`src/pkg/sgp_map.svh`:
```
// sgp_map.svh: offsets, field positions, reset values and codes of the segment-shared gpio port.
// assumes inclusion by bare name; definitions only.
// Summary of operation
// eight-bit output latch, bit n belongs to pin n.
// latch read returns stored bit where direction bit is 1.
// latch read returns sampled pin level where direction bit is 0.
// reset clears the output latch to 0x00.
// direction 1 drives latch value on pin, 0 makes pin an input.
// direction and latch act on a pin only in gpio selection.
// direction register is write-only and reads back all ones.
// reset clears all direction bits, every pin starts as input.
// select 00** gives gpio; 01** or 1*** drives segment n+17 instead.
// pins float during reset and during standby.
// sleep, subsleep, watch hold pins; active, subactive operate normally.
// latch writes land even on input pins, visible once switched to output.
`ifndef SGP_MAP_SVH
`define SGP_MAP_SVH

// register indices; byte address is four times the index
`define SGP_IDX_LATCH     16'hFFDA
`define SGP_IDX_DIR       16'hFFEA
`define SGP_IDX_STAT      16'hFFF8
`define SGP_IDX_PINS      16'hFFF9

`define SGP_ADDR_W        18
`define SGP_RST_LATCH     8'h00
`define SGP_RST_DIR       8'h00
`define SGP_RST_PIN       8'h00
`define SGP_RST_OE_N      8'hFF
`define SGP_DIR_READBACK  8'hFF
`define SGP_UNMAPPED      32'h00000000

// segment select: the top two bits decide gpio or segment use
`define SGP_SEL_HI        3
`define SGP_SEL_LO        2
`define SGP_SEL_GPIO      2'b00
`define SGP_SEG_BASE      17

// status word fields
`define SGP_STAT_OE_LSB   0
`define SGP_STAT_SEL_LSB  8
`define SGP_STAT_MODE_LSB 12

`endif

```
`src/pkg/sgp_pkg.sv`:
```
// sgp_pkg: types of the segment-shared gpio port.
// assumes sgp_map.svh for all numeric constants except the mode and bus codes set here.
package sgp_pkg;

    typedef enum logic [5:0] {
        SGP_MODE_ACTIVE    = 6'h01,
        SGP_MODE_SUBACTIVE = 6'h02,
        SGP_MODE_SLEEP     = 6'h04,
        SGP_MODE_SUBSLEEP  = 6'h08,
        SGP_MODE_WATCH     = 6'h10,
        SGP_MODE_STANDBY   = 6'h20
    } sgp_mode_e;

    typedef enum logic [1:0] {
        SGP_BUS_IDLE = 2'h1,
        SGP_BUS_ACK  = 2'h2
    } sgp_bus_e;

    typedef struct packed {
        sgp_bus_e    st;
        logic [7:0]  latch;
        logic [7:0]  dir;
        logic [31:0] rdata;
    } sgp_port_s;

    typedef struct packed {
        logic [7:0] s1;
        logic [7:0] s2;
    } sgp_sync_s;

    typedef struct packed {
        logic [7:0] pin;
        logic [7:0] oe_n;
    } sgp_drive_s;

endpackage : sgp_pkg

```
`src/verilog/sgp_sync.sv`:
```
// sgp_sync: two-flop synchroniser for the eight port pin inputs.
// assumes pins are asynchronous to mclk_i.
`timescale 1ns/1ps
module sgp_sync
    import sgp_pkg::*;
(
    // clock and reset
    input  wire logic       mclk_i,
    input  wire logic       sys_rst_i,
    // pins in, levels out
    input  wire logic [7:0] async_i,
    output logic      [7:0] sync_o
);
    sgp_sync_s q;
    sgp_sync_s d;

    always_comb begin
        d    = q;
        d.s1 = async_i;
        d.s2 = q.s1;
    end

    always_ff @(posedge mclk_i) begin
        if (sys_rst_i) begin
            q <= '0;
        end else begin
            q <= d;
        end
    end

    assign sync_o = q.s2;
endmodule : sgp_sync

```
`src/verilog/sgp_drive.sv`:
```
// sgp_drive: registered pin output stage with power-mode behaviour.
// assumes mode_i comes from logic on mclk_i; enable outputs are active low.
`timescale 1ns/1ps
`include "sgp_map.svh"
module sgp_drive
    import sgp_pkg::*;
(
    // clock and reset
    input  wire logic       mclk_i,
    input  wire logic       sys_rst_i,
    // wanted pin state
    input  wire logic [5:0] mode_i,
    input  wire logic [7:0] out_want_i,
    input  wire logic [7:0] drv_want_i,
    // pins
    output logic      [7:0] pin_o,
    output logic      [7:0] pin_oe_n_o
);
    sgp_drive_s q;
    sgp_drive_s d;

    always_comb begin
        d = q;
        case (mode_i)
            SGP_MODE_ACTIVE, SGP_MODE_SUBACTIVE: begin
                d.pin  = out_want_i;
                d.oe_n = ~drv_want_i;
            end
            SGP_MODE_SLEEP, SGP_MODE_SUBSLEEP, SGP_MODE_WATCH: begin
                d = q;
            end
            SGP_MODE_STANDBY: begin
                d.oe_n = `SGP_RST_OE_N;
            end
            default: begin
                // unknown mode code: float rather than guess
                d.oe_n = `SGP_RST_OE_N;
            end
        endcase
    end

    always_ff @(posedge mclk_i) begin
        if (sys_rst_i) begin
            q.pin  <= `SGP_RST_PIN;
            q.oe_n <= `SGP_RST_OE_N;
        end else begin
            q <= d;
        end
    end

    assign pin_o      = q.pin;
    // reset floats the pins at once, not only from the first edge
    assign pin_oe_n_o = q.oe_n | {8{sys_rst_i}};
endmodule : sgp_drive

```
`src/verilog/sgp_port.sv`:
```
// sgp_port: eight-bit gpio port sharing its pins with lcd segment outputs, avalon-mm slave.
// assumes the lcd controller and power controller run on mclk_i; pins are asynchronous.
//
// The Avalon-MM slave port is this design's own decision.
`timescale 1ns/1ps
`include "sgp_map.svh"
module sgp_port
    import sgp_pkg::*;
(
    // clock and reset
    input  wire logic                     mclk_i,
    input  wire logic                     sys_rst_i,
    // avalon-mm slave
    input  wire logic [`SGP_ADDR_W-1:0]   avs_address_i,
    input  wire logic                     avs_read_i,
    input  wire logic                     avs_write_i,
    input  wire logic [31:0]              avs_writedata_i,
    input  wire logic [3:0]               avs_byteenable_i,
    output logic      [31:0]              avs_readdata_o,
    output logic                          avs_waitrequest_o,
    // lcd controller
    input  wire logic [3:0]               segment_select_field_i,
    input  wire logic [7:0]               lcd_segment_output_i,
    // power mode, one-hot
    input  wire logic [5:0]               mode_i,
    // port pins
    input  wire logic [7:0]               port_pin_i,
    output logic      [7:0]               port_pin_o,
    output logic      [7:0]               port_pin_oe_n_o
);
    localparam sgp_port_s RST_STATE = '{
        st:    SGP_BUS_IDLE,
        latch: `SGP_RST_LATCH,
        dir:   `SGP_RST_DIR,
        rdata: `SGP_UNMAPPED
    };

    sgp_port_s  q;
    sgp_port_s  d;
    logic [7:0] pin_lvl;
    logic [7:0] out_want;
    logic [7:0] drv_want;
    logic       gpio_use;
    logic       req;

    function automatic logic word_hit(input logic [`SGP_ADDR_W-1:0] addr, input logic [15:0] idx);
        word_hit = (addr[`SGP_ADDR_W-1:2] == idx);
    endfunction : word_hit

    function automatic logic sel_is_gpio(input logic [3:0] sel);
        sel_is_gpio = (sel[`SGP_SEL_HI:`SGP_SEL_LO] == `SGP_SEL_GPIO);
    endfunction : sel_is_gpio

    // per bit: latch where output, pin level where input
    function automatic logic [7:0] read_mix(input logic [7:0] dir, input logic [7:0] latch,
                                            input logic [7:0] pin);
        read_mix = (dir & latch) | (~dir & pin);
    endfunction : read_mix

    function automatic logic [31:0] read_word(input logic [`SGP_ADDR_W-1:0] addr,
                                              input sgp_port_s s, input logic [7:0] pin,
                                              input logic [7:0] oe_n, input logic [3:0] sel,
                                              input logic [5:0] mode);
        logic [31:0] w;
        w = `SGP_UNMAPPED;
        if (word_hit(addr, `SGP_IDX_LATCH)) begin
            w[7:0] = read_mix(s.dir, s.latch, pin);
        end else if (word_hit(addr, `SGP_IDX_DIR)) begin
            w[7:0] = `SGP_DIR_READBACK;
        end else if (word_hit(addr, `SGP_IDX_STAT)) begin
            w[`SGP_STAT_OE_LSB +: 8]   = ~oe_n;
            w[`SGP_STAT_SEL_LSB +: 4]  = sel;
            w[`SGP_STAT_MODE_LSB +: 6] = mode;
        end else if (word_hit(addr, `SGP_IDX_PINS)) begin
            w[7:0] = pin;
        end
        read_word = w;
    endfunction : read_word

    // pins pass two flops before anything reads them
    sgp_sync u_sync (
        .mclk_i    (mclk_i),
        .sys_rst_i (sys_rst_i),
        .async_i   (port_pin_i),
        .sync_o    (pin_lvl)
    );

    assign gpio_use = sel_is_gpio(segment_select_field_i);

    // segment use overrides direction and latch entirely
    always_comb begin
        if (gpio_use) begin
            out_want = q.latch;
            drv_want = q.dir;
        end else begin
            out_want = lcd_segment_output_i;
            drv_want = 8'hFF;
        end
    end

    sgp_drive u_drive (
        .mclk_i     (mclk_i),
        .sys_rst_i  (sys_rst_i),
        .mode_i     (mode_i),
        .out_want_i (out_want),
        .drv_want_i (drv_want),
        .pin_o      (port_pin_o),
        .pin_oe_n_o (port_pin_oe_n_o)
    );

    // bus: one wait cycle on every access, so read data is always from a flop
    assign req               = avs_read_i | avs_write_i;
    assign avs_waitrequest_o = req & (q.st != SGP_BUS_ACK);
    assign avs_readdata_o    = q.rdata;

    always_comb begin
        d = q;
        case (q.st)
            SGP_BUS_IDLE: begin
                if (req) begin
                    d.st = SGP_BUS_ACK;
                    if (avs_read_i) begin
                        d.rdata = read_word(avs_address_i, q, pin_lvl, port_pin_oe_n_o,
                                            segment_select_field_i, mode_i);
                    end
                end
            end
            SGP_BUS_ACK: begin
                d.st = SGP_BUS_IDLE;
                // only lane 0 carries data; a write without it changes nothing
                if (avs_write_i && avs_byteenable_i[0]) begin
                    if (word_hit(avs_address_i, `SGP_IDX_LATCH)) begin
                        d.latch = avs_writedata_i[7:0];
                    end
                    if (word_hit(avs_address_i, `SGP_IDX_DIR)) begin
                        d.dir = avs_writedata_i[7:0];
                    end
                end
            end
            default: begin
                d.st = SGP_BUS_IDLE;
            end
        endcase
    end

    always_ff @(posedge mclk_i) begin
        if (sys_rst_i) begin
            q <= RST_STATE;
        end else begin
            q <= d;
        end
    end
endmodule : sgp_port

```
`config.mk`:
```
export PLATFORM = sky130hd
export DESIGN_NAME = sgp_port
export DESIGN_NICKNAME = d
export VERILOG_FILES = /design/src/pkg/sgp_pkg.sv /design/src/verilog/sgp_sync.sv /design/src/verilog/sgp_drive.sv /design/src/verilog/sgp_port.sv
export VERILOG_INCLUDE_DIRS = /design/src /design/src/pkg
export SDC_FILE = /design/constraint.sdc
export NUM_CORES = 1
export LEC_CHECK = 0
export ABC_AREA = 1
export BUFFER_PORTS_ARGS = -buffer_cell sky130_fd_sc_hd__buf_2
export CAP_MARGIN = 20
export CORE_MARGIN = 2
export CORE_UTILIZATION = 45
export DETAILED_ROUTE_END_ITERATION = 8
export MAX_ROUTING_LAYER = met4
export PLACE_DENSITY_LB_ADDON = 0.15
export SLEW_MARGIN = 10
export SYNTH_ARGS = -nofsm -noshare
export SYNTH_HDL_FRONTEND = slang
export SYNTH_HIERARCHICAL = 1
export SYNTH_SLANG_ARGS = --single-unit
export TNS_END_PERCENT = 5
```
`constraint.sdc`:
```
create_clock -name mclk_i -period 1.8 [get_ports mclk_i]
set_clock_uncertainty 0.15 [all_clocks]
set_input_delay 0.09 -clock mclk_i [delete_from_list [all_inputs] [get_ports mclk_i]]
set_output_delay 0.09 -clock mclk_i [all_outputs]
set_load 0.02 [all_outputs]
```
==> results of run 1 <==
==> layout make-up <==
class	instances	area [µm²]
Fill cell	756	3391
Multi-Input combinational cell	313	1515
Sequential cell	68	1361
Timing Repair Buffer	126	795.8
Inverter	66	249.0
Tap cell	102	127.6
Clock buffer	9	123.9
Clock inverter	7	43.79
==> flip-flops by register name, summed over array words and instances (netlist names) <==
register        cells
q                  18
u_sync/d            8
u_drive/pin_o       8
u_drive/q           8
avs_readdata_o     18
u_sync/sync_o       8
==> through the flow <==
step | hold WS, ns | util [%] | area [µm²] | worst slack, ns | cells
floorplan | 0.04697 | - | 3535 | 0.4300 | 502
global placement | 0.1430 | 49.41 | 3759 | 0.3195 | 646
detailed placement | 0.1457 | 49.41 | 3759 | 0.2875 | 646
CTS | 0.01601 | 55.43 | 4217 | 0.2043 | 691
global route | 0.04616 | 55.43 | 4217 | 0.03038 | 691
finish | 0.03224 | 55.43 | 4217 | 0.1983 | 691
==> metal layers <==
| metal | routed length (µm) | share of wire, % | track usage, % | vias to the layer above |
|---|---|---|---|---|
| met3 | 384 | 4.7 | 3.533 | 8 |
| met2 | 3940 | 49 | 35.17 | 84 |
| met4 | 104 | 1.3 | 8.209 | 0 |
| met5 | 0 | 0 | - | - |
| li1 | - | - | - | 1672 |
| met1 | 3661 | 45 | 25.18 | 1370 |
==> worst paths after layout <==
kind | to | slack (ns) | cells after the start
setup reg to reg | avs_readdata_o[17] | 0.29 | 7
setup / recovery | u_drive/q[4] | 0.20 | 8
hold / removal | u_drive/pin_o[4] | 0.03 | 7
hold reg to reg | u_sync/sync_o[7] | 0.26 | 2
==> power groups by stage <==
stage / logic (mW) / clock network, mW / registers [mW]
2_1_floorplan: 0.241 / 0 / 1.58
3_3_place_gp: 0.323 / 0 / 1.58
3_5_place_dp: 0.327 / 0 / 1.58
4_1_cts: 0.376 / 1.11 / 1.55
5_1_grt: 0.422 / 1.19 / 1.55
6_report: 0.377 / 1.08 / 1.55
==> placed cells by master, fill, tap and decap left out <==
cell / count
sky130_fd_sc_hd__inv_2: 2
sky130_fd_sc_hd__a21oi_1: 45
sky130_fd_sc_hd__clkinv_4: 1
sky130_fd_sc_hd__conb_1: 14
sky130_fd_sc_hd__nand2_1: 99
sky130_fd_sc_hd__nand3_2: 2
sky130_fd_sc_hd__nand4_1: 9
sky130_fd_sc_hd__buf_4: 8
sky130_fd_sc_hd__clkinv_2: 5
sky130_fd_sc_hd__or2_2: 8
sky130_fd_sc_hd__clkinvlp_4: 2
sky130_fd_sc_hd__buf_2: 89
sky130_fd_sc_hd__o21ai_1: 4
sky130_fd_sc_hd__nand3b_1: 8
sky130_fd_sc_hd__clkbuf_8: 9
sky130_fd_sc_hd__o21ai_0: 19
sky130_fd_sc_hd__nor3_4: 3
sky130_fd_sc_hd__a21oi_2: 4
sky130_fd_sc_hd__clkinv_1: 1
sky130_fd_sc_hd__dfxtp_1: 68
sky130_fd_sc_hd__dlygate4sd3_1: 29
sky130_fd_sc_hd__nor3_1: 1
sky130_fd_sc_hd__mux2i_1: 1
sky130_fd_sc_hd__nor2_4: 3
sky130_fd_sc_hd__nor2_1: 47
sky130_fd_sc_hd__nand2_4: 1
sky130_fd_sc_hd__mux2_2: 1
sky130_fd_sc_hd__nor2_2: 10
sky130_fd_sc_hd__inv_1: 62
sky130_fd_sc_hd__nand3_1: 34
==> kinds of logic (layout without fill, tap and decap cells) <==
logic type / after synthesis / after routing
AOI/OAI and AO/OA: 72 / 72
and+or+nand+nor: 225 / 225
buffers and inverters: 121 / 208
muxes: 2 / 2
other: 1 / 14
DFF: 68 / 68
==> worst max-delay path, stage by stage <==
cell and delay (ns):
sky130_fd_sc_hd__dlygate4sd3_1 0.53, sky130_fd_sc_hd__buf_2 0.15, sky130_fd_sc_hd__nor2_2 0.12, sky130_fd_sc_hd__nand2_1 0.09, sky130_fd_sc_hd__nor2_4 0.41, sky130_fd_sc_hd__nand2_1 0.12
sky130_fd_sc_hd__nand2_1 0.09, sky130_fd_sc_hd__nand3_1 0.06
==> flow_results.xml, run 1 <==
<?xml version="1.0" encoding="UTF-8"?>
<metrics>
  <group name="hold_path">
    <metric name="worstHoldStart" unit="">lcd_segment_output_i[4]</metric>
    <metric name="min_path_type" unit="">primary input to flip-flop</metric>
  </group>
  <group name="synthesis">
    <metric name="synth.top_cells.by_area" unit="">sky130_fd_sc_hd__dfxtp_1 39%, sky130_fd_sc_hd__nand2_1 11%, sky130_fd_sc_hd__buf_4 8.8%</metric>
    <metric name="synthDominantAreaCellType" unit="">sky130_fd_sc_hd__dfxtp_1</metric>
    <metric name="synth_async_sr_flop_share" unit="%">0</metric>
    <metric name="synth-seq-cells" unit="">68</metric>
    <metric name="yosysSeqAreaShare" unit="%">39.05</metric>
    <metric name="synthAdderAreaFrac" unit="%">0</metric>
    <metric name="synthDistinctLibCells" unit="">28</metric>
    <metric name="yosys_warnings" unit="">6</metric>
    <metric name="xor_xnor_share_of_the_synthesized_area" unit="%">0</metric>
    <metric name="synth_ff_type" unit="">sky130_fd_sc_hd__dfxtp_1</metric>
    <metric name="syn_avg_cell_area" unit="µm²">7.129</metric>
    <metric name="syn-instance-count" unit="">489</metric>
    <metric name="synth_compound_area_share" unit="%">10.77</metric>
    <metric name="synth_simple_gate_area_share" unit="%">30.58</metric>
    <metric name="fraction_of_synthesized_area_in_multiplexers" unit="%">0.6102</metric>
    <metric name="synthTopCellsByCount" unit="">99 x sky130_fd_sc_hd__nand2_1, 68 x sky130_fd_sc_hd__dfxtp_1, 62 x sky130_fd_sc_hd__inv_1, 47 x sky130_fd_sc_hd__nor2_1, 45 x sky130_fd_sc_hd__a21oi_1</metric>
    <metric name="netlist.area_leader.share" unit="%">39.05</metric>
    <metric name="netlist_area_before_placement" unit="mm²">0.003486</metric>
    <metric name="synth_enable_flop_cells" unit="">0</metric>
    <metric name="synth_top_family_by_area" unit="">simple AND/OR/NAND/NOR gates</metric>
    <metric name="post-synth-top-count-cell" unit="">sky130_fd_sc_hd__nand2_1</metric>
  </group>
  <group name="drt">
    <metric name="post_route_drc_violation_count" unit="">0</metric>
    <metric name="number_of_detailed_routing_iterations_run_before_antenna_repair" unit="">4</metric>
    <metric name="final_antenna_net_count" unit="">0</metric>
    <metric name="wl_per_cell" unit="µm">11.71</metric>
    <metric name="dr_total_vias" unit="">3134</metric>
    <metric name="totalWireLength" unit="µm">8090</metric>
    <metric name="drt-vias-per-instance" unit="">4.535</metric>
    <metric name="drt_iter0_drc" unit="">167</metric>
  </group>
  <group name="timing">
    <metric name="timing.final.max_slew_violations" unit="">0</metric>
    <metric name="worstMarginPinSlew" unit="ns">0.5120</metric>
    <metric name="clock.fmax" unit="MHz">624.4</metric>
    <metric name="setup_violations" unit="">0</metric>
    <metric name="finalHoldViolCount" unit="">0</metric>
    <metric name="relSlewSlack" unit="%">65.79</metric>
    <metric name="period_needed" unit="ns">1.602</metric>
    <metric name="totalNegativeSetupSlack" unit="ns">0</metric>
    <metric name="fin_crit_sh" unit="%">88.98</metric>
    <metric name="setup_repair_after_global_routing_missed_its_margin" unit="">false</metric>
  </group>
  <group name="critical_path">
    <metric name="setup.worst_path.start_class" unit="">primary input</metric>
    <metric name="worst_r2r_startpoint" unit="">q[49]</metric>
    <metric name="critPathCaptureType" unit="">flip-flop</metric>
    <metric name="timing.critical_path.from" unit="">mode_i[3]</metric>
    <metric name="arrival_time_at_the_worst_endpoint" unit="ns">1.67</metric>
    <metric name="worst-path-max-fanout" unit="">24</metric>
    <metric name="cp.required" unit="ns">1.87</metric>
    <metric name="timing_worst_setup_path_type" unit="">primary input to flip-flop</metric>
  </group>
  <group name="power">
    <metric name="power_per_cell_area" unit="mW/mm²">712.0</metric>
    <metric name="sequentialPowerShare" unit="%">51.5</metric>
    <metric name="power.ir.vdd_worst" unit="mV">0.3312</metric>
    <metric name="total_switching_power" unit="mW">0.8212</metric>
    <metric name="p_total" unit="mW">3.002</metric>
    <metric name="share_clk_of_total_power" unit="%">35.9</metric>
    <metric name="sw_frac_of_total" unit="%">27.35</metric>
    <metric name="cellLeakagePower" unit="nW">1.995</metric>
    <metric name="p_int" unit="mW">2.181</metric>
    <metric name="comb_pwr_share" unit="%">12.5</metric>
  </group>
  <group name="global_route">
    <metric name="antenna_found_initial" unit="">0</metric>
    <metric name="grt.overflow.total" unit="">0</metric>
    <metric name="wire_length_of_the_first_global_routing_pass" unit="µm">13520</metric>
    <metric name="maximum_number_of_pins_on_one_net_before_global_route_repair" unit="">25</metric>
    <metric name="grt_util_all_layers" unit="%">20.95</metric>
    <metric name="via_count_of_the_first_global_routing_pass" unit="">2928</metric>
  </group>
  <group name="clocking">
    <metric name="tritoncts.num_buffers" unit="">9</metric>
    <metric name="clock_tree.htree_level_count" unit="">3</metric>
    <metric name="clock_latency" unit="ns">0.34</metric>
    <metric name="cts_tree" unit="">yes</metric>
    <metric name="cts_setup_buffers" unit="">0</metric>
    <metric name="cts.root.buffer_cell" unit="">sky130_fd_sc_hd__clkbuf_8</metric>
    <metric name="ctsHoldBuffers" unit="">29</metric>
    <metric name="cts.repair.resized" unit="">0</metric>
    <metric name="clkTransAtPathRegs" unit="ns">0.08</metric>
    <metric name="clock_tree.buffer_depth" unit="">2</metric>
    <metric name="clock_sink_count" unit="">68</metric>
  </group>
  <group name="cells_and_area">
    <metric name="insertedDiodeCount" unit="">0</metric>
    <metric name="finalNetCount" unit="">668</metric>
    <metric name="fraction_of_final_layout_cells_with_drive_strength_greater_than_1" unit="%">25.13</metric>
    <metric name="synthToLayoutAreaGrowth" unit="%">20.96</metric>
  </group>
  <group name="place">
    <metric name="place.gp.congestion" unit="">0.8042</metric>
    <metric name="detailedPlacementHpwl" unit="µm">5851</metric>
    <metric name="port_buffers" unit="">89</metric>
  </group>
  <group name="flow_run">
    <metric name="cap_violations" unit="">0</metric>
  </group>
  <group name="run_status">
    <metric name="run_status" unit="">complete, no violations</metric>
  </group>
  <group name="floorplanning">
    <metric name="die_h" unit="µm">92.02</metric>
    <metric name="rows" unit="">32</metric>
    <metric name="initial_utilization" unit="%">45.82</metric>
    <metric name="core_area" unit="mm²">0.007607</metric>
    <metric name="floorplan.io_pins" unit="">133</metric>
    <metric name="die_area" unit="mm²">0.008467</metric>
    <metric name="die_width" unit="µm">92.02</metric>
  </group>
</metrics>
Note: power is estimated with default switching activity, not from simulation.
==> run 2: changes to the inputs <==
HOLD_SLACK_MARGIN = 0.15   (was unset)
==> run 2 against run 1 <==
  * Total power increased by 1.0%
  * Register-to-register slack about the same
  * Design area increased by 4.6%
  * Via count increased by 3.9%
  * Fmax decreased by 7.4%
  * Combinational power increased by 8.2%
  * Cell count increased by 2.9%
  * Clock-buffer cell count unchanged
  * Setup slack got worse by 0.13 ns
  * Critical endpoint is now avs_readdata_o[6]
  * Largest power group unchanged
==> flow_results.xml, run 2 (synthesized netlist as in run 1, its figures left out) <==
<?xml version="1.0" encoding="UTF-8"?>
<metrics>
  <group name="critical_path">
    <metric name="timing.critical_path.from" unit="">avs_address_i[4]</metric>
    <metric name="worst-path-max-fanout" unit="">8</metric>
    <metric name="worstReg2RegEnd" unit="">avs_readdata_o[13]</metric>
    <metric name="worst_r2r_startpoint" unit="">q[49]</metric>
    <metric name="setup.worst_path.start_class" unit="">primary input</metric>
    <metric name="minimum_setup_slack_among_reg_to_reg_paths" unit="ns">0.29</metric>
    <metric name="critical_path.most_common_cell" unit="">sky130_fd_sc_hd__nand2_1</metric>
    <metric name="delay_contributed_by_the_slowest_stage_of_the_critical_path" unit="ns">0.54</metric>
    <metric name="cp.required" unit="ns">1.93</metric>
    <metric name="critPathSlowestCell" unit="">sky130_fd_sc_hd__dlygate4sd3_1</metric>
    <metric name="timing.reg2reg.worst_path_depth" unit="">7</metric>
    <metric name="arrival_time_at_the_worst_endpoint" unit="ns">1.86</metric>
    <metric name="end_point_of_the_critical_path" unit="">avs_readdata_o[6]</metric>
    <metric name="critical_path.cell_chain" unit="">dlygate4sd3_1 -&gt; buf_2 -&gt; nor2_1 -&gt; nand2_1 -&gt; nor2_2 -&gt; nand3b_1 -&gt; nand3_1 -&gt; nand2_1 -&gt; a21oi_1</metric>
    <metric name="critPathCaptureType" unit="">flip-flop</metric>
    <metric name="timing_worst_setup_path_type" unit="">primary input to flip-flop</metric>
  </group>
  <group name="timing">
    <metric name="timing.hold.ws" unit="ns">0.2111</metric>
    <metric name="worstMarginPinSlew" unit="ns">0.4989</metric>
    <metric name="fin_crit_sh" unit="%">96.07</metric>
    <metric name="post-route-worst-setup-slack" unit="ns">0.07074</metric>
    <metric name="period_needed" unit="ns">1.729</metric>
    <metric name="timing.final.max_slew_violations" unit="">0</metric>
    <metric name="setup_violations" unit="">0</metric>
    <metric name="totalNegativeSetupSlack" unit="ns">0</metric>
    <metric name="relSlewSlack" unit="%">66.66</metric>
    <metric name="finalHoldViolCount" unit="">0</metric>
    <metric name="setup_repair_after_global_routing_missed_its_margin" unit="">true</metric>
    <metric name="clock.fmax" unit="MHz">578.3</metric>
  </group>
  <group name="place">
    <metric name="placed_area" unit="mm²">0.003759</metric>
    <metric name="detailedPlace.worstSlack" unit="ns">0.2875</metric>
    <metric name="numPlacedInstances" unit="">646</metric>
    <metric name="place.gp.congestion" unit="">0.8042</metric>
    <metric name="detailedPlacementHpwl" unit="µm">5851</metric>
    <metric name="port_buffers" unit="">89</metric>
  </group>
  <group name="drt">
    <metric name="final_antenna_net_count" unit="">0</metric>
    <metric name="totalWireLength" unit="µm">8329</metric>
    <metric name="drt-vias-per-instance" unit="">4.578</metric>
    <metric name="drt_iter0_drc" unit="">153</metric>
    <metric name="number_of_detailed_routing_iterations_run_before_antenna_repair" unit="">4</metric>
    <metric name="dr_total_vias" unit="">3255</metric>
    <metric name="wl_per_cell" unit="µm">11.71</metric>
    <metric name="post_route_drc_violation_count" unit="">0</metric>
  </group>
  <group name="flow_run">
    <metric name="cap_violations" unit="">0</metric>
  </group>
  <group name="cells_and_area">
    <metric name="mostFrequentLayoutCells" unit="">99 x sky130_fd_sc_hd__nand2_1, 89 x sky130_fd_sc_hd__buf_2, 68 x sky130_fd_sc_hd__dfxtp_1</metric>
    <metric name="instances_no_fill" unit="">711</metric>
    <metric name="fraction_of_final_layout_cells_with_drive_strength_greater_than_1" unit="%">24.63</metric>
    <metric name="insertedDiodeCount" unit="">0</metric>
    <metric name="layout.filler_cells" unit="">733</metric>
    <metric name="postLayoutCoreUtil" unit="%">57.99</metric>
    <metric name="final_common_cell" unit="">sky130_fd_sc_hd__nand2_1</metric>
    <metric name="synthToLayoutAreaGrowth" unit="%">26.56</metric>
    <metric name="finalNetCount" unit="">688</metric>
    <metric name="finish.instance_area" unit="mm²">0.004412</metric>
  </group>
  <group name="global_route">
    <metric name="maximum_number_of_pins_on_one_net_before_global_route_repair" unit="">25</metric>
    <metric name="via_count_of_the_first_global_routing_pass" unit="">3047</metric>
    <metric name="antenna_found_initial" unit="">0</metric>
    <metric name="wire_length_of_the_first_global_routing_pass" unit="µm">13990</metric>
    <metric name="grt_util_all_layers" unit="%">21.63</metric>
    <metric name="grt.overflow.total" unit="">0</metric>
  </group>
  <group name="clocking">
    <metric name="clock_sink_count" unit="">68</metric>
    <metric name="clock_latency" unit="ns">0.34</metric>
    <metric name="cts.root.buffer_cell" unit="">sky130_fd_sc_hd__clkbuf_8</metric>
    <metric name="clock_tree.htree_level_count" unit="">3</metric>
    <metric name="cts_tree" unit="">yes</metric>
    <metric name="clkTransAtPathRegs" unit="ns">0.07</metric>
    <metric name="clock_tree.buffer_depth" unit="">2</metric>
    <metric name="tritoncts.num_buffers" unit="">9</metric>
  </group>
  <group name="power">
    <metric name="power.ir.vdd_worst" unit="mV">0.3364</metric>
    <metric name="sequentialPowerShare" unit="%">51.0</metric>
    <metric name="cellLeakagePower" unit="nW">2.091</metric>
    <metric name="p_int" unit="mW">2.206</metric>
    <metric name="comb_pwr_share" unit="%">13.5</metric>
    <metric name="p_total" unit="mW">3.032</metric>
    <metric name="share_clk_of_total_power" unit="%">35.5</metric>
    <metric name="sw_frac_of_total" unit="%">27.23</metric>
    <metric name="power_per_cell_area" unit="mW/mm²">687.3</metric>
    <metric name="total_switching_power" unit="mW">0.8258</metric>
  </group>
  <group name="floorplanning">
    <metric name="die_width" unit="µm">92.02</metric>
    <metric name="die_h" unit="µm">92.02</metric>
    <metric name="floorplan.io_pins" unit="">133</metric>
    <metric name="die_area" unit="mm²">0.008467</metric>
    <metric name="initial_utilization" unit="%">45.82</metric>
    <metric name="rows" unit="">32</metric>
    <metric name="core_area" unit="mm²">0.007607</metric>
  </group>
  <group name="hold_path">
    <metric name="worstHoldStart" unit="">avs_address_i[5]</metric>
    <metric name="min_path_type" unit="">primary input to flip-flop</metric>
  </group>
  <group name="run_status">
    <metric name="run_status" unit="">complete, no violations</metric>
  </group>
</metrics>
-- run 2: power by group through the flow --
stage	clock, mW	sequential (mW)	combinational (mW)
floorplan	0	1.58	0.241
global placement	0	1.58	0.323
detailed placement	0	1.58	0.327
CTS	1.11	1.55	0.405
global route	1.19	1.55	0.455
finish	1.08	1.55	0.408
-- run 2: final cells by class --
type | count | area [µm²] | share of cell area (%)
Clock inverter | 7 | 43.79 | 0.9926
Timing Repair Buffer | 146 | 991.0 | 22.46
Multi-Input combinational cell | 313 | 1515 | 34.34
Clock buffer | 9 | 123.9 | 2.808
Inverter | 66 | 249.0 | 5.644
Tap cell | 102 | 127.6 | 2.893
Sequential cell | 68 | 1361 | 30.86
-- run 2: what timing repair did --
action / CTS / global route
gates resized for setup: 0 / 0
buffers inserted: 0 / 2
endpoints found under the hold margin: 58 / 0
endpoints found under the setup margin: 0 / 4
hold buffers: 47 / 0
-- run 2: worst max-delay path: cells and delay by family --
kind / cells / cell delay (ns)
AND/OR/NAND/NOR: 6 / 0.98
AO/OA/AOI/OAI: 1 / 0.12
buffers and inverters: 2 / 0.67
-- run 2: how the worst min path moves through the flow --
stage | end | cells past startpoint | slack [ns]
2_1_floorplan | u_sync/d[0] | 2 | 0.05
3_3_place_gp | u_sync/d[5] | 3 | 0.14
3_5_place_dp | u_sync/d[7] | 3 | 0.15
4_1_cts | avs_readdata_o[8] | 7 | 0.19
5_1_grt | q[38] | 5 | 0.23
6_report | avs_readdata_o[8] | 7 | 0.21
-- run 2: routing by layer --
layer	GRT usage [%]	vias to the layer above	part of all wire (%)
met4	8.209	0	1.2
met2	36.83	96	50
met5	-	-	0
met3	3.533	8	5.2
met1	25.76	1436	43
li1	-	1715	-
==> run 3: changes to the inputs <==
ABC_AREA = 0   (was 1)
CORE_ASPECT_RATIO = 1.4   (was unset)
==> run 3 against run 2 <==
  * Synthesized area decreased by 3.9%
  * Register-to-register slack got worse by 0.14 ns
  * Utilization increased by 1.5 points
  * Sequential cell count unchanged
  * Highest routed layer unchanged
  * Fmax increased by 1.9%
  * Largest cell class unchanged
  * Sequential share of layout area increased by 0.64 points
  * Cell count decreased by 21%
  * Die area decreased by 3.6%
  * Clock-buffer cell count unchanged
  * Critical path depth decreased by 2
==> flow_results.xml, run 3 <==
<?xml version="1.0" encoding="UTF-8"?>
<metrics>
  <group name="drt">
    <metric name="final_antenna_net_count" unit="">0</metric>
    <metric name="dr_total_vias" unit="">2771</metric>
    <metric name="number_of_detailed_routing_iterations_run_before_antenna_repair" unit="">4</metric>
    <metric name="drt-vias-per-instance" unit="">4.922</metric>
    <metric name="post_route_drc_violation_count" unit="">0</metric>
    <metric name="drt_iter0_drc" unit="">101</metric>
    <metric name="totalWireLength" unit="µm">8190</metric>
    <metric name="wl_per_cell" unit="µm">14.55</metric>
  </group>
  <group name="synthesis">
    <metric name="synthDistinctLibCells" unit="">46</metric>
    <metric name="synthTopCellsByCount" unit="">68 x sky130_fd_sc_hd__dfxtp_1, 40 x sky130_fd_sc_hd__buf_4, 24 x sky130_fd_sc_hd__mux2i_1, 24 x sky130_fd_sc_hd__nand2b_1, 19 x sky130_fd_sc_hd__nor2_1</metric>
    <metric name="synth_async_sr_flop_share" unit="%">0</metric>
    <metric name="synthDominantAreaCellType" unit="">sky130_fd_sc_hd__dfxtp_1</metric>
    <metric name="netlist_area_before_placement" unit="mm²">0.003349</metric>
    <metric name="synth_enable_flop_cells" unit="">0</metric>
    <metric name="yosysSeqAreaShare" unit="%">40.64</metric>
    <metric name="post-synth-top-count-cell" unit="">sky130_fd_sc_hd__dfxtp_1</metric>
    <metric name="synth_ff_type" unit="">sky130_fd_sc_hd__dfxtp_1</metric>
    <metric name="syn_avg_cell_area" unit="µm²">9.570</metric>
    <metric name="synth.top_cells.by_area" unit="">sky130_fd_sc_hd__dfxtp_1 41%, sky130_fd_sc_hd__buf_4 9.0%, sky130_fd_sc_hd__mux2i_1 7.2%</metric>
    <metric name="yosys_warnings" unit="">6</metric>
    <metric name="netlist.area_leader.share" unit="%">40.64</metric>
    <metric name="synth-seq-cells" unit="">68</metric>
    <metric name="syn-instance-count" unit="">350</metric>
  </group>
  <group name="timing">
    <metric name="period_needed" unit="ns">1.697</metric>
    <metric name="fin_crit_sh" unit="%">94.29</metric>
    <metric name="setup_violations" unit="">0</metric>
    <metric name="totalNegativeSetupSlack" unit="ns">0</metric>
    <metric name="finalHoldViolCount" unit="">0</metric>
    <metric name="setup_repair_after_global_routing_missed_its_margin" unit="">false</metric>
    <metric name="clock.fmax" unit="MHz">589.2</metric>
    <metric name="timing.final.max_slew_violations" unit="">0</metric>
  </group>
  <group name="global_route">
    <metric name="antenna_found_initial" unit="">0</metric>
    <metric name="maximum_number_of_pins_on_one_net_before_global_route_repair" unit="">35</metric>
    <metric name="grt.overflow.total" unit="">0</metric>
    <metric name="wire_length_of_the_first_global_routing_pass" unit="µm">13530</metric>
    <metric name="via_count_of_the_first_global_routing_pass" unit="">2776</metric>
    <metric name="grt_util_all_layers" unit="%">22.03</metric>
  </group>
  <group name="cells_and_area">
    <metric name="ff_latch_area" unit="mm²">0.001363</metric>
    <metric name="final_common_cell" unit="">sky130_fd_sc_hd__buf_2</metric>
    <metric name="fraction_of_final_layout_cells_with_drive_strength_greater_than_1" unit="%">34.98</metric>
    <metric name="multiInputGateArea" unit="mm²">0.001637</metric>
    <metric name="synthToLayoutAreaGrowth" unit="%">29.17</metric>
    <metric name="insertedDiodeCount" unit="">0</metric>
    <metric name="mostFrequentLayoutCells" unit="">89 x sky130_fd_sc_hd__buf_2, 67 x sky130_fd_sc_hd__dfxtp_1, 38 x sky130_fd_sc_hd__dlygate4sd3_1</metric>
    <metric name="layout.filler_cells" unit="">685</metric>
    <metric name="instances_no_fill" unit="">563</metric>
    <metric name="finalNetCount" unit="">545</metric>
    <metric name="postLayoutCoreUtil" unit="%">59.53</metric>
    <metric name="finish.instance_area" unit="mm²">0.004327</metric>
  </group>
  <group name="floorplanning">
    <metric name="initial_utilization" unit="%">46.08</metric>
    <metric name="rows" unit="">37</metric>
    <metric name="core_area" unit="mm²">0.007268</metric>
    <metric name="floorplan.io_pins" unit="">133</metric>
    <metric name="die_area" unit="mm²">0.008159</metric>
    <metric name="die_h" unit="µm">106.1</metric>
    <metric name="die_width" unit="µm">76.92</metric>
  </group>
  <group name="clocking">
    <metric name="tritoncts.num_buffers" unit="">9</metric>
    <metric name="cts.root.buffer_cell" unit="">sky130_fd_sc_hd__clkbuf_8</metric>
    <metric name="cts_tree" unit="">yes</metric>
    <metric name="clkTransAtPathRegs" unit="ns">0.08</metric>
    <metric name="clock_tree.buffer_depth" unit="">2</metric>
    <metric name="clock_tree.htree_level_count" unit="">3</metric>
    <metric name="clock_latency" unit="ns">0.35</metric>
    <metric name="clock_sink_count" unit="">68</metric>
  </group>
  <group name="power">
    <metric name="total_switching_power" unit="mW">0.8275</metric>
    <metric name="sequentialPowerShare" unit="%">48.4</metric>
    <metric name="power_per_cell_area" unit="mW/mm²">735.8</metric>
    <metric name="comb_pwr_share" unit="%">11.6</metric>
    <metric name="cellLeakagePower" unit="nW">1.851</metric>
    <metric name="share_clk_of_total_power" unit="%">40.0</metric>
    <metric name="sw_frac_of_total" unit="%">25.99</metric>
    <metric name="power.ir.vdd_worst" unit="mV">0.4256</metric>
    <metric name="p_int" unit="mW">2.356</metric>
  </group>
  <group name="place">
    <metric name="numPlacedInstances" unit="">508</metric>
    <metric name="detailedPlacementHpwl" unit="µm">5769</metric>
    <metric name="placed_area" unit="mm²">0.003710</metric>
    <metric name="place.gp.congestion" unit="">0.8460</metric>
    <metric name="port_buffers" unit="">89</metric>
  </group>
  <group name="critical_path">
    <metric name="cp.required" unit="ns">1.95</metric>
    <metric name="timing_worst_setup_path_type" unit="">primary input to flip-flop</metric>
    <metric name="critPathCaptureType" unit="">flip-flop</metric>
    <metric name="setup.worst_path.start_class" unit="">primary input</metric>
    <metric name="arrival_time_at_the_worst_endpoint" unit="ns">1.85</metric>
    <metric name="worst-path-max-fanout" unit="">10</metric>
    <metric name="timing.reg2reg.worst_path_depth" unit="">5</metric>
  </group>
  <group name="run_status">
    <metric name="run_status" unit="">complete, no violations</metric>
  </group>
  <group name="flow_run">
    <metric name="cap_violations" unit="">0</metric>
  </group>
  <group name="hold_path">
    <metric name="min_path_type" unit="">primary input to flip-flop</metric>
    <metric name="hold-path-cell-count" unit="">5</metric>
  </group>
</metrics>
[run 3: changes by cell type after synthesis, moves of 9 or more]
cell                       change
sky130_fd_sc_hd__mux2i_1      +23
sky130_fd_sc_hd__nand2_1      -95
sky130_fd_sc_hd__nand3_1      -17
sky130_fd_sc_hd__nor2_1       -28
sky130_fd_sc_hd__nor2_2       -10
sky130_fd_sc_hd__a22o_1       +10
sky130_fd_sc_hd__o21ai_0       -9
sky130_fd_sc_hd__a21oi_1      -28
sky130_fd_sc_hd__inv_1        -48
sky130_fd_sc_hd__nand2b_1     +24
[run 3: cell type report]
| class | count | share of cell area [%] |
|---|---|---|
| clock inverters | 7 | 1.764 |
| flip-flops and latches | 68 | 31.49 |
| well taps | 97 | 2.805 |
| clock buffers | 9 | 2.863 |
| multi-input cells | 229 | 37.83 |
| inverters | 14 | 1.215 |
| repair buffers | 139 | 22.04 |
[run 3: logic make-up (layout without fill, tap and decap cells)]
logic type,Yosys count,after routing,synth area share (%)
xor gates and xnor gates,3,3,1.569
and+or+nand+nor,116,116,22.23
muxes,32,32,9.862
DFF,68,68,40.64
other,1,14,0.1120
buffers and inverters,66,169,12.78
AOI/OAI and AO/OA,64,64,12.81
[run 3: layer usage]
| metal | GRT usage [%] | wire length, µm | vias up |
|---|---|---|---|
| met5 | - | 0 | - |
| met4 | 9.740 | 249 | 0 |
| met3 | 4.839 | 404 | 21 |
| met2 | 36.78 | 4104 | 98 |
| met1 | 25.35 | 3431 | 1265 |
| li1 | - | - | 1387 |
[run 3: path summary, 6_finish.rpt]
path	startpoint	slack (ns)	to
worst max-delay path	sys_rst_i	0.10	avs_readdata_o[16]
worst min-delay path	avs_address_i[6]	0.18	q[39]
worst max register to register	q[48]	0.15	avs_readdata_o[16]
worst min register to register	u_sync/d[3]	0.29	u_sync/sync_o[3]
[run 3: per-stage QoR]
step	hold WS (ns)	worst slack (ns)	total power, mW
2_1_floorplan	0.06569	0.1841	1.776
3_3_place_gp	0.1485	0.1041	1.871
3_5_place_dp	0.1521	0.03660	1.874
4_1_cts	0.1574	0.02096	3.197
5_1_grt	0.1906	0.01270	3.314
6_report	0.1801	0.1028	3.184
[run 3: worst max-delay path: stages]
cell,delay (ns)
sky130_fd_sc_hd__dlygate4sd3_1,0.53
sky130_fd_sc_hd__buf_2,0.15
sky130_fd_sc_hd__nor3b_2,0.18
sky130_fd_sc_hd__or3b_4,0.42
sky130_fd_sc_hd__nor4_4,0.19
sky130_fd_sc_hd__buf_12,0.17
sky130_fd_sc_hd__a22o_1,0.12
[run 3: what timing repair did]
| action | in CTS | in global routing |
|---|---|---|
| endpoints found under the setup margin | 0 | 28 |
| endpoints found under the hold margin | 60 | 0 |
| resized for setup | 0 | 7 |
| setup buffers | 0 | 1 |
| hold buffers | 38 | 0 |
[run 3: power groups by stage]
stage	combinational [mW]	sequential (mW)	clock (mW)
after CTS	0.364	1.54	1.29
after global routing	0.407	1.54	1.36
final	0.370	1.54	1.27
after floorplan	0.205	1.57	0
after detailed placement	0.300	1.57	0
after global placement	0.297	1.57	0
